==> src/serial_port_map.vh <==
// Purpose: constants shared by the serial register port design files
// Assumes: 8-bit registers, 5-bit register addresses
// Notes: definitions only
`ifndef SERIAL_PORT_MAP_VH
`define SERIAL_PORT_MAP_VH

// ****************************************
// register space
// ****************************************
`define REG_COUNT 32
`define ADDR_W 5
`define DATA_W 8
`define ADDR_STEP 5'h01
`define ADDR_ZERO 5'h00

// ****************************************
// register addresses
// ****************************************
`define REG_CTRL0 5'h00
`define REG_IFACE 5'h01
`define REG_RXFILT 5'h02
`define REG_INTERP 5'h03
`define REG_PLLMUL 5'h04
`define REG_AMPGAIN 5'h05

// ****************************************
// field positions
// ****************************************
`define BIT_ORDER_POS 6
`define SOFT_RST_POS 5
`define SOFT_RST_MASK 8'h20
`define PWR_SAVE_POS 0
`define FULL_DUPLEX_POS 1
`define INSTR_RW_POS 7
`define INSTR_CNT_HI 6
`define INSTR_CNT_LO 5
`define INSTR_ADDR_HI 4
`define INSTR_ADDR_LO 0

// ****************************************
// reset values
// ****************************************
`define DEF_CTRL0 8'h00
`define DEF_IFACE_FD 8'h02
`define DEF_IFACE_HD 8'h01
`define DEF_RXFILT 8'h17
`define DEF_INTERP 8'h04
`define DEF_PLLMUL 8'h04
`define DEF_AMPGAIN 8'h24
`define DEF_OTHER 8'h00

// ****************************************
// serial framing
// ****************************************
`define BIT_CNT_W 3
`define BIT_LAST 3'h7
`define BIT_FIRST 3'h0
`define BIT_MAX 3'h7
`define CNT_ONE 3'h1
`define LEFT_NONE 2'h0
`define LEFT_ONE 2'h1
`define SYNC_W 4
`define SYNC_IDLE 4'h2
`define SYNC_KEEP 4'h8

`endif

==> src/serial_register_port.v <==
// Purpose: three-wire serial control port with configuration registers
// Assumes: mclk 125 MHz, serial clock at most 15.6 MHz (mclk/8), sampled as data
// Notes: serial clock edges are found by oversampling after two flops
`timescale 1ns/1ps
`include "serial_port_map.vh"

module serial_register_port
(
  // clock and reset
  input wire mclk,
  input wire rst,
  // strap
  input wire mode_pin,
  // serial port pins
  input wire sclk,
  input wire port_select_n,
  input wire serial_io_in,
  output reg serial_io_out,
  output reg serial_io_oe,
  // configuration outputs
  output reg full_duplex_mode,
  output reg power_save_en,
  output reg bit_order_select,
  output reg [`DATA_W-1:0] rx_filter_cfg,
  output reg [`DATA_W-1:0] interp_cfg,
  output reg [`DATA_W-1:0] pll_mult_cfg,
  output reg [`DATA_W-1:0] amp_gain_cfg,
  // status
  output reg soft_reset_pulse,
  output reg busy
);

  // ****************************************
  // states
  // ****************************************
  localparam [1:0] ST_INSTR = 2'b00;
  localparam [1:0] ST_WDATA = 2'b01;
  localparam [1:0] ST_RDATA = 2'b10;
  localparam [1:0] ST_DONE = 2'b11;

  // ****************************************
  // declarations
  // ****************************************
  wire [`SYNC_W-1:0] pins_s;
  wire sclk_s;
  wire sel_n_s;
  wire sdi_s;
  wire mode_s;
  reg sclk_d_reg;
  wire sclk_rise;
  wire sclk_fall;
  reg [1:0] state_reg;
  reg [`BIT_CNT_W-1:0] bit_cnt_reg;
  reg [`DATA_W-1:0] shift_reg;
  reg [`DATA_W-1:0] shift_next;
  reg [`ADDR_W-1:0] addr_reg;
  reg [1:0] left_reg;
  reg wr_en_reg;
  reg [`ADDR_W-1:0] wr_addr_reg;
  reg [`DATA_W-1:0] wr_data_reg;
  wire mode_full;
  wire lsb_first;
  wire [`DATA_W-1:0] rd_data;
  wire [`DATA_W-1:0] ctrl0;
  wire [`DATA_W-1:0] iface;
  wire [`DATA_W-1:0] rxfilt;
  wire [`DATA_W-1:0] interp;
  wire [`DATA_W-1:0] pllmul;
  wire [`DATA_W-1:0] ampgain;

  // ****************************************
  // helpers
  // ****************************************
  function [`DATA_W-1:0] shift_in;
    input [`DATA_W-1:0] sh;
    input b;
    input lsb;
    begin
      if (lsb)
        shift_in = {b, sh[`DATA_W-1:1]};
      else
        shift_in = {sh[`DATA_W-2:0], b};
    end
  endfunction

  function [`ADDR_W-1:0] next_addr;
    input [`ADDR_W-1:0] a;
    input lsb;
    begin
      if (lsb)
        next_addr = a + `ADDR_STEP;
      else
        next_addr = a - `ADDR_STEP;
    end
  endfunction

  function pick_bit;
    input [`DATA_W-1:0] d;
    input [`BIT_CNT_W-1:0] idx;
    input lsb;
    begin
      if (lsb)
        pick_bit = d[idx];
      else
        pick_bit = d[`BIT_MAX - idx];
    end
  endfunction

  // ****************************************
  // pin synchronisation and edge finding
  // ****************************************
  pin_sync u_sync
  (
    .mclk(mclk),
    .rst(rst),
    .pin_in({mode_pin, serial_io_in, port_select_n, sclk}),
    .pin_sync_reg(pins_s)
  );

  assign sclk_s = pins_s[0];
  assign sel_n_s = pins_s[1];
  assign sdi_s = pins_s[2];
  assign mode_s = pins_s[3];

  always @(posedge mclk)
  begin
    if (rst)
      sclk_d_reg <= 1'b0;
    else
      sclk_d_reg <= sclk_s;
  end

  // clock and data share sync delay, so data seen at the edge is aligned
  assign sclk_rise = sclk_s & ~sclk_d_reg;
  assign sclk_fall = ~sclk_s & sclk_d_reg;

  // ****************************************
  // mode strap
  // ****************************************
  // caught each cycle while reset is held, frozen after release
  always @(posedge mclk)
  begin
    if (rst)
      full_duplex_mode <= mode_s;
  end

  // defaults during reset follow the live strap, later the captured one
  assign mode_full = rst ? mode_s : full_duplex_mode;
  assign lsb_first = ctrl0[`BIT_ORDER_POS];

  // ****************************************
  // register store
  // ****************************************
  reg_store u_regs
  (
    .mclk(mclk),
    .rst(rst),
    .mode_full(mode_full),
    .wr_en(wr_en_reg),
    .wr_addr(wr_addr_reg),
    .wr_data(wr_data_reg),
    .rd_addr(addr_reg),
    .rd_data(rd_data),
    .ctrl0(ctrl0),
    .iface(iface),
    .rxfilt(rxfilt),
    .interp(interp),
    .pllmul(pllmul),
    .ampgain(ampgain)
  );

  // ****************************************
  // serial state machine
  // ****************************************
  always @*
  begin
    shift_next = shift_in(shift_reg, sdi_s, lsb_first);
  end

  always @(posedge mclk)
  begin
    if (rst)
    begin
      state_reg <= ST_INSTR;
      bit_cnt_reg <= `BIT_FIRST;
      shift_reg <= `DEF_OTHER;
      addr_reg <= `ADDR_ZERO;
      left_reg <= `LEFT_NONE;
      wr_en_reg <= 1'b0;
      wr_addr_reg <= `ADDR_ZERO;
      wr_data_reg <= `DEF_OTHER;
      serial_io_out <= 1'b0;
      serial_io_oe <= 1'b0;
      soft_reset_pulse <= 1'b0;
      busy <= 1'b0;
    end
    else
    begin
      wr_en_reg <= 1'b0;
      soft_reset_pulse <= 1'b0;
      if (sel_n_s)
      begin
        // deselected: count restarts and the line is released
        state_reg <= ST_INSTR;
        bit_cnt_reg <= `BIT_FIRST;
        serial_io_oe <= 1'b0;
        busy <= 1'b0;
      end
      else
      begin
        busy <= 1'b1;
        if (sclk_rise && state_reg != ST_DONE)
        begin
          shift_reg <= shift_next;
          bit_cnt_reg <= bit_cnt_reg + `CNT_ONE;
        end
        case (state_reg)
          ST_INSTR:
          begin
            if (sclk_rise && bit_cnt_reg == `BIT_LAST)
            begin
              left_reg <= shift_next[`INSTR_CNT_HI:`INSTR_CNT_LO];
              addr_reg <= shift_next[`INSTR_ADDR_HI:`INSTR_ADDR_LO];
              if (shift_next[`INSTR_RW_POS])
                state_reg <= ST_RDATA;
              else
                state_reg <= ST_WDATA;
            end
          end
          ST_WDATA:
          begin
            if (sclk_rise && bit_cnt_reg == `BIT_LAST)
            begin
              wr_en_reg <= 1'b1;
              wr_addr_reg <= addr_reg;
              wr_data_reg <= shift_next;
              if (addr_reg == `REG_CTRL0 && shift_next[`SOFT_RST_POS])
                soft_reset_pulse <= 1'b1;
              addr_reg <= next_addr(addr_reg, lsb_first);
              if (left_reg == `LEFT_NONE)
                state_reg <= ST_DONE;
              else
                left_reg <= left_reg - `LEFT_ONE;
            end
          end
          ST_RDATA:
          begin
            if (sclk_fall)
            begin
              // read data comes from the registered store output
              serial_io_oe <= 1'b1;
              serial_io_out <= pick_bit(rd_data, bit_cnt_reg, lsb_first);
            end
            if (sclk_rise && bit_cnt_reg == `BIT_LAST)
            begin
              addr_reg <= next_addr(addr_reg, lsb_first);
              if (left_reg == `LEFT_NONE)
              begin
                state_reg <= ST_DONE;
                serial_io_oe <= 1'b0;
              end
              else
                left_reg <= left_reg - `LEFT_ONE;
            end
          end
          default:
          begin
            // extra clocks after the last byte are ignored
            serial_io_oe <= 1'b0;
          end
        endcase
      end
    end
  end

  // ****************************************
  // configuration outputs
  // ****************************************
  always @(posedge mclk)
  begin
    if (rst)
    begin
      power_save_en <= 1'b0;
      bit_order_select <= 1'b0;
      rx_filter_cfg <= `DEF_OTHER;
      interp_cfg <= `DEF_OTHER;
      pll_mult_cfg <= `DEF_OTHER;
      amp_gain_cfg <= `DEF_OTHER;
    end
    else
    begin
      power_save_en <= iface[`PWR_SAVE_POS];
      bit_order_select <= ctrl0[`BIT_ORDER_POS];
      rx_filter_cfg <= rxfilt;
      interp_cfg <= interp;
      pll_mult_cfg <= pllmul;
      amp_gain_cfg <= ampgain;
    end
  end

endmodule // serial_register_port

==> src/pin_sync.v <==
// Purpose: two-stage synchroniser for pins entering the mclk domain
// Assumes: inputs are asynchronous levels
// Notes: only the second stage may be read by other logic
`timescale 1ns/1ps
`include "serial_port_map.vh"

module pin_sync
(
  // clock and reset
  input wire mclk,
  input wire rst,
  // pins
  input wire [`SYNC_W-1:0] pin_in,
  // synchronised levels
  output reg [`SYNC_W-1:0] pin_sync_reg
);

  reg [`SYNC_W-1:0] meta_reg;

  // reset leaves select inactive so the port stays idle
  // strap bit keeps flowing in reset, else its level never reaches the capture
  always @(posedge mclk)
  begin
    if (rst)
    begin
      meta_reg <= (pin_in & `SYNC_KEEP) | `SYNC_IDLE;
      pin_sync_reg <= (meta_reg & `SYNC_KEEP) | `SYNC_IDLE;
    end
    else
    begin
      meta_reg <= pin_in;
      pin_sync_reg <= meta_reg;
    end
  end

endmodule // pin_sync

==> src/reg_store.v <==
// Purpose: 32 x 8 configuration register store with registered read
// Assumes: one write per cycle, writes come from the serial port
// Notes: hard reset and soft reset load mode-dependent defaults
`timescale 1ns/1ps
`include "serial_port_map.vh"

module reg_store
(
  // clock and reset
  input wire mclk,
  input wire rst,
  input wire mode_full,
  // write port
  input wire wr_en,
  input wire [`ADDR_W-1:0] wr_addr,
  input wire [`DATA_W-1:0] wr_data,
  // read port
  input wire [`ADDR_W-1:0] rd_addr,
  output reg [`DATA_W-1:0] rd_data,
  // live register images
  output wire [`DATA_W-1:0] ctrl0,
  output wire [`DATA_W-1:0] iface,
  output wire [`DATA_W-1:0] rxfilt,
  output wire [`DATA_W-1:0] interp,
  output wire [`DATA_W-1:0] pllmul,
  output wire [`DATA_W-1:0] ampgain
);

  reg [`DATA_W-1:0] mem [0:`REG_COUNT-1];
  integer i;

  function [`DATA_W-1:0] default_of;
    input [`ADDR_W-1:0] a;
    input full;
    begin
      if (a == `REG_IFACE)
        default_of = full ? `DEF_IFACE_FD : `DEF_IFACE_HD;
      else if (a == `REG_RXFILT)
        default_of = `DEF_RXFILT;
      else if (a == `REG_INTERP)
        default_of = `DEF_INTERP;
      else if (a == `REG_PLLMUL)
        default_of = `DEF_PLLMUL;
      else if (a == `REG_AMPGAIN)
        default_of = `DEF_AMPGAIN;
      else if (a == `REG_CTRL0)
        default_of = `DEF_CTRL0;
      else
        default_of = `DEF_OTHER;
    end
  endfunction

  always @(posedge mclk)
  begin
    if (rst)
    begin
      for (i = 0; i < `REG_COUNT; i = i + 1)
        mem[i] <= default_of(i[`ADDR_W-1:0], mode_full);
    end
    else if (wr_en)
    begin
      if (wr_addr == `REG_CTRL0 && wr_data[`SOFT_RST_POS])
      begin
        // register 0 keeps the new value with the reset bit self-clearing
        for (i = 1; i < `REG_COUNT; i = i + 1)
          mem[i] <= default_of(i[`ADDR_W-1:0], mode_full);
        mem[0] <= wr_data & ~`SOFT_RST_MASK;
      end
      else
        mem[wr_addr] <= wr_data;
    end
  end

  always @(posedge mclk)
  begin
    if (rst)
      rd_data <= `DEF_OTHER;
    else
      rd_data <= mem[rd_addr];
  end

  assign ctrl0 = mem[`REG_CTRL0];
  assign iface = mem[`REG_IFACE];
  assign rxfilt = mem[`REG_RXFILT];
  assign interp = mem[`REG_INTERP];
  assign pllmul = mem[`REG_PLLMUL];
  assign ampgain = mem[`REG_AMPGAIN];

endmodule // reg_store

==> config.mk <==
export PLATFORM = sky130hd
export DESIGN_NAME = serial_register_port
export DESIGN_NICKNAME = d
export VERILOG_FILES = /design/src/serial_register_port.v /design/src/pin_sync.v /design/src/reg_store.v
export VERILOG_INCLUDE_DIRS = /design/src /design/src/src
export SDC_FILE = /design/constraint.sdc
export NUM_CORES = 1
export LEC_CHECK = 0
export BUFFER_PORTS_ARGS = -buffer_cell sky130_fd_sc_hd__clkbuf_2
export CAP_MARGIN = 40
export CORE_UTILIZATION = 60
export CTS_CLUSTER_DIAMETER = 120
export CTS_CLUSTER_SIZE = 25
export DETAILED_ROUTE_END_ITERATION = 7
export PLACE_DENSITY = 0.78
export SLEW_MARGIN = 20
export SYNTH_ARGS = -nofsm -noshare
export SYNTH_HDL_FRONTEND = slang
export SYNTH_HIERARCHICAL = 1
export SYNTH_SLANG_ARGS = --single-unit
==> constraint.sdc <==
create_clock -name mclk -period 3.2 [get_ports mclk]
set_input_delay 0.48 -clock mclk [delete_from_list [all_inputs] [get_ports mclk]]
set_output_delay 0.48 -clock mclk [all_outputs]
set_load 0.01 [all_outputs]
==> flow_metrics.tcl <==
set metrics [dict create \
    status "complete, no violations" \
    syn_area_per_cell_um2 13.9 \
    final_util 0.655 \
    synth.distinct_cells 57 \
    leakagePower_nw 5.99 \
    hp-start "mode_pin" \
    first_pass_iters 7 \
    async_flop_share 0 \
    cts_hold_buffers 0 \
    post_cts_buffers 0 \
    grt_pass1_vias 8661 \
    ys_ff_latch 346 \
    largest_register_ffs 256 \
    cts_resized 0 \
    finalPower_mw 7.67 \
    final_cell_mix "edfxtp_1, and2_1, dfxtp_1" \
    ctsHtreeMaxLevel 1 \
    ys_seq_area_frac 0.616 \
    dieArea_mm2 0.0263 \
    r2r_cells 5 \
    grtUsageTotal 0.260 \
    end_kind "flip-flop" \
    cts_buffer_depth 3 \
    synth_edf_count 256 \
    portBuffers 44 \
    ioPinCount 45 \
    nets 1165 \
    grt_max_degree 55 \
    via_count 9147 \
    coreArea_mm2 0.0252 \
    cts_tree "built" \
    rsz0062_at_grt "no" \
    grt_pass1_wl_um 50900 \
    combPwrFrac 0.035 \
    power_density_mw_per_mm2 465 \
    gp_congestion 0.867 \
    grt_antenna_before_repair 0 \
    layout_commonest_cell "edfxtp_1" \
    startpoint_type "flip-flop" \
    die_w_um 162 \
    top_register "u_regs/mem" \
    cts_root_buf "clkbuf_16" \
    drv_cap 0 \
    required_ps 3590 \
    initial_core_util 0.611 \
    cts_buffers 17 \
    synthToLayoutAreaGrowth_pct 7.18 \
    clock_sinks 346 \
    overflow 0 \
    hold_violations 0 \
    setup_viol 0 \
    fin_crit_ps 2360 \
    internal_power_mw 6.11 \
    tns_ps 0 \
    clkPwrFrac 0.316 \
    fin_crit_sh 0.739 \
    path_max_fanout 14 \
    drc 0 \
    slew_violations 0 \
    hold_depth 1 \
    synth_flop_cell "edfxtp_1" \
    tightest_slew_ps 790 \
    timing.hold.ws_ps 71.7 \
    synth_nets 1123 \
    worstPathArrival_ps 2760 \
    drtAntennaViolNets 0 \
    rows 58 \
    drt_wl_total_um 33800 \
    drt-vias-per-instance 6.14 \
    max_slew_margin 0.473 \
    seq_power_share 0.650 \
    dp_hpwl_um 22400 \
    syn_area_mm2 0.0154 \
    antenna_cells 0 \
    stdcell_area_mm2 0.0165 \
    clock.fmax_mhz 423 \
    clkTransAtPathRegs_ps 100 \
    die_h_um 162 \
    drt_iter0_drc 1218 \
    fin_skew_ps 23.0 \
    ys_warn_count 6 \
    routedWlPerCell_um 22.7 \
    drive_above_1_share 0.142 \
    syn_inst 1106 \
    min_path_type "primary input to flip-flop" \
    holdPathEnd "u_sync/meta_reg[3]" \
    r2r_slack_ps 840 \
    worstSkewPairLatency_ps 530 \
    ir_drop_uv 445 \
    reg2reg_to "u_regs/rd_data[4]" \
    switching_share 0.204 \
    worst-setup-path-type "flip-flop to flip-flop" \
    r2r-start "addr_reg[0]" \
    postPlaceCellArea_mm2 0.0160 \
    p_switching_mw 1.57 \
]
==> kinds of logic after synthesis <==
logic type / Yosys count / share of synthesized area
simple gates: 432 / 0.161
flops: 346 / 0.616
compound gates: 119 / 0.0522
mux: 106 / 0.125
buf+inv: 87 / 0.0329
fa+ha+maj: 11 / 0.00943
xor+xnor: 4 / 0.00228
other cells: 1 / 0.000244
==> power groups by stage <==
stage / Sequential (mW) / Clock (mW) / Combinational (mW)
6_report: 4.98 / 2.42 / 0.268
4_1_cts: 4.98 / 2.47 / 0.266
5_1_grt: 5.00 / 2.59 / 0.286
3_3_place_gp: 5.08 / 0 / 0.259
3_5_place_dp: 5.09 / 0 / 0.265
2_1_floorplan: 5.07 / 0 / 0.151
==> Yosys cell counts, types with 4 or more instances <==
master,instances,area [um2]
nor2_1,75,282
a22oi_1,8,60.1
mux4_1,30,788
nand3b_1,5,37.5
and2_1,247,1550
mux2i_1,43,430
edfxtp_1,256,7690
a21oi_1,13,65.1
nand2_1,29,109
a221oi_1,7,61.3
a221o_1,8,80.1
clkbuf_1,48,180
dfxtp_1,90,1800
nand3_1,4,20.0
buf_2,6,30.0
inv_1,11,41.3
o21ai_0,43,215
nor2b_1,42,263
or3_1,9,56.3
a31oi_1,11,68.8
ha_1,10,125
buf_6,7,78.8
clkbuf_8,4,55.1
a211oi_1,18,135
mux4_2,30,676
==> stage by stage <==
step | cells | setup WS [ps]
4_1_cts | 1489 | 842
6_report | 1489 | 835
2_1_floorplan | 1106 | 1100
3_3_place_gp | 1459 | 900
5_1_grt | 1489 | 721
3_5_place_dp | 1459 | 861
==> critical path: stages, from the launching register on <==
cell and delay (ps):
dfxtp_1 840, buf_4 370, mux4_1 630, mux2i_1 170
a221o_1 190, a31oi_1 40
==> area by class of cell <==
| class | count | area (um2) |
|---|---|---|
| clock buffer | 29 | 492 |
| timing repair buffer | 98 | 638 |
| multi-input combinational | 673 | 5410 |
| fill | 1735 | 8680 |
| inverter | 12 | 45.0 |
| clock inverter | 1 | 8.76 |
| tap | 330 | 413 |
| sequential | 346 | 9500 |
==> worst max-delay path by stage <==
stage / from / slack [ps] / end
finish: addr_reg[0] / 840 / u_regs/rd_data[4]
global route: addr_reg[0] / 720 / addr_reg[4]
CTS: addr_reg[0] / 840 / u_regs/rd_data[4]
detailed placement: addr_reg[0] / 860 / u_regs/rd_data[4]
global placement: addr_reg[0] / 900 / u_regs/rd_data[4]
floorplan: rst / 1100 / u_regs/mem[31][0]
==> routing by layer <==
metal / global-route usage / vias to the layer above / wire, um
met1: 0.375 / 4488 / 13900
met4: 0.0909 / 0 / 1280
met5: 0 / - / 0
li1: - / 4103 / -
met2: 0.409 / 473 / 15600
met3: 0.0375 / 83 / 3020
No activity file was read; power rests on OpenSTA's default activity.
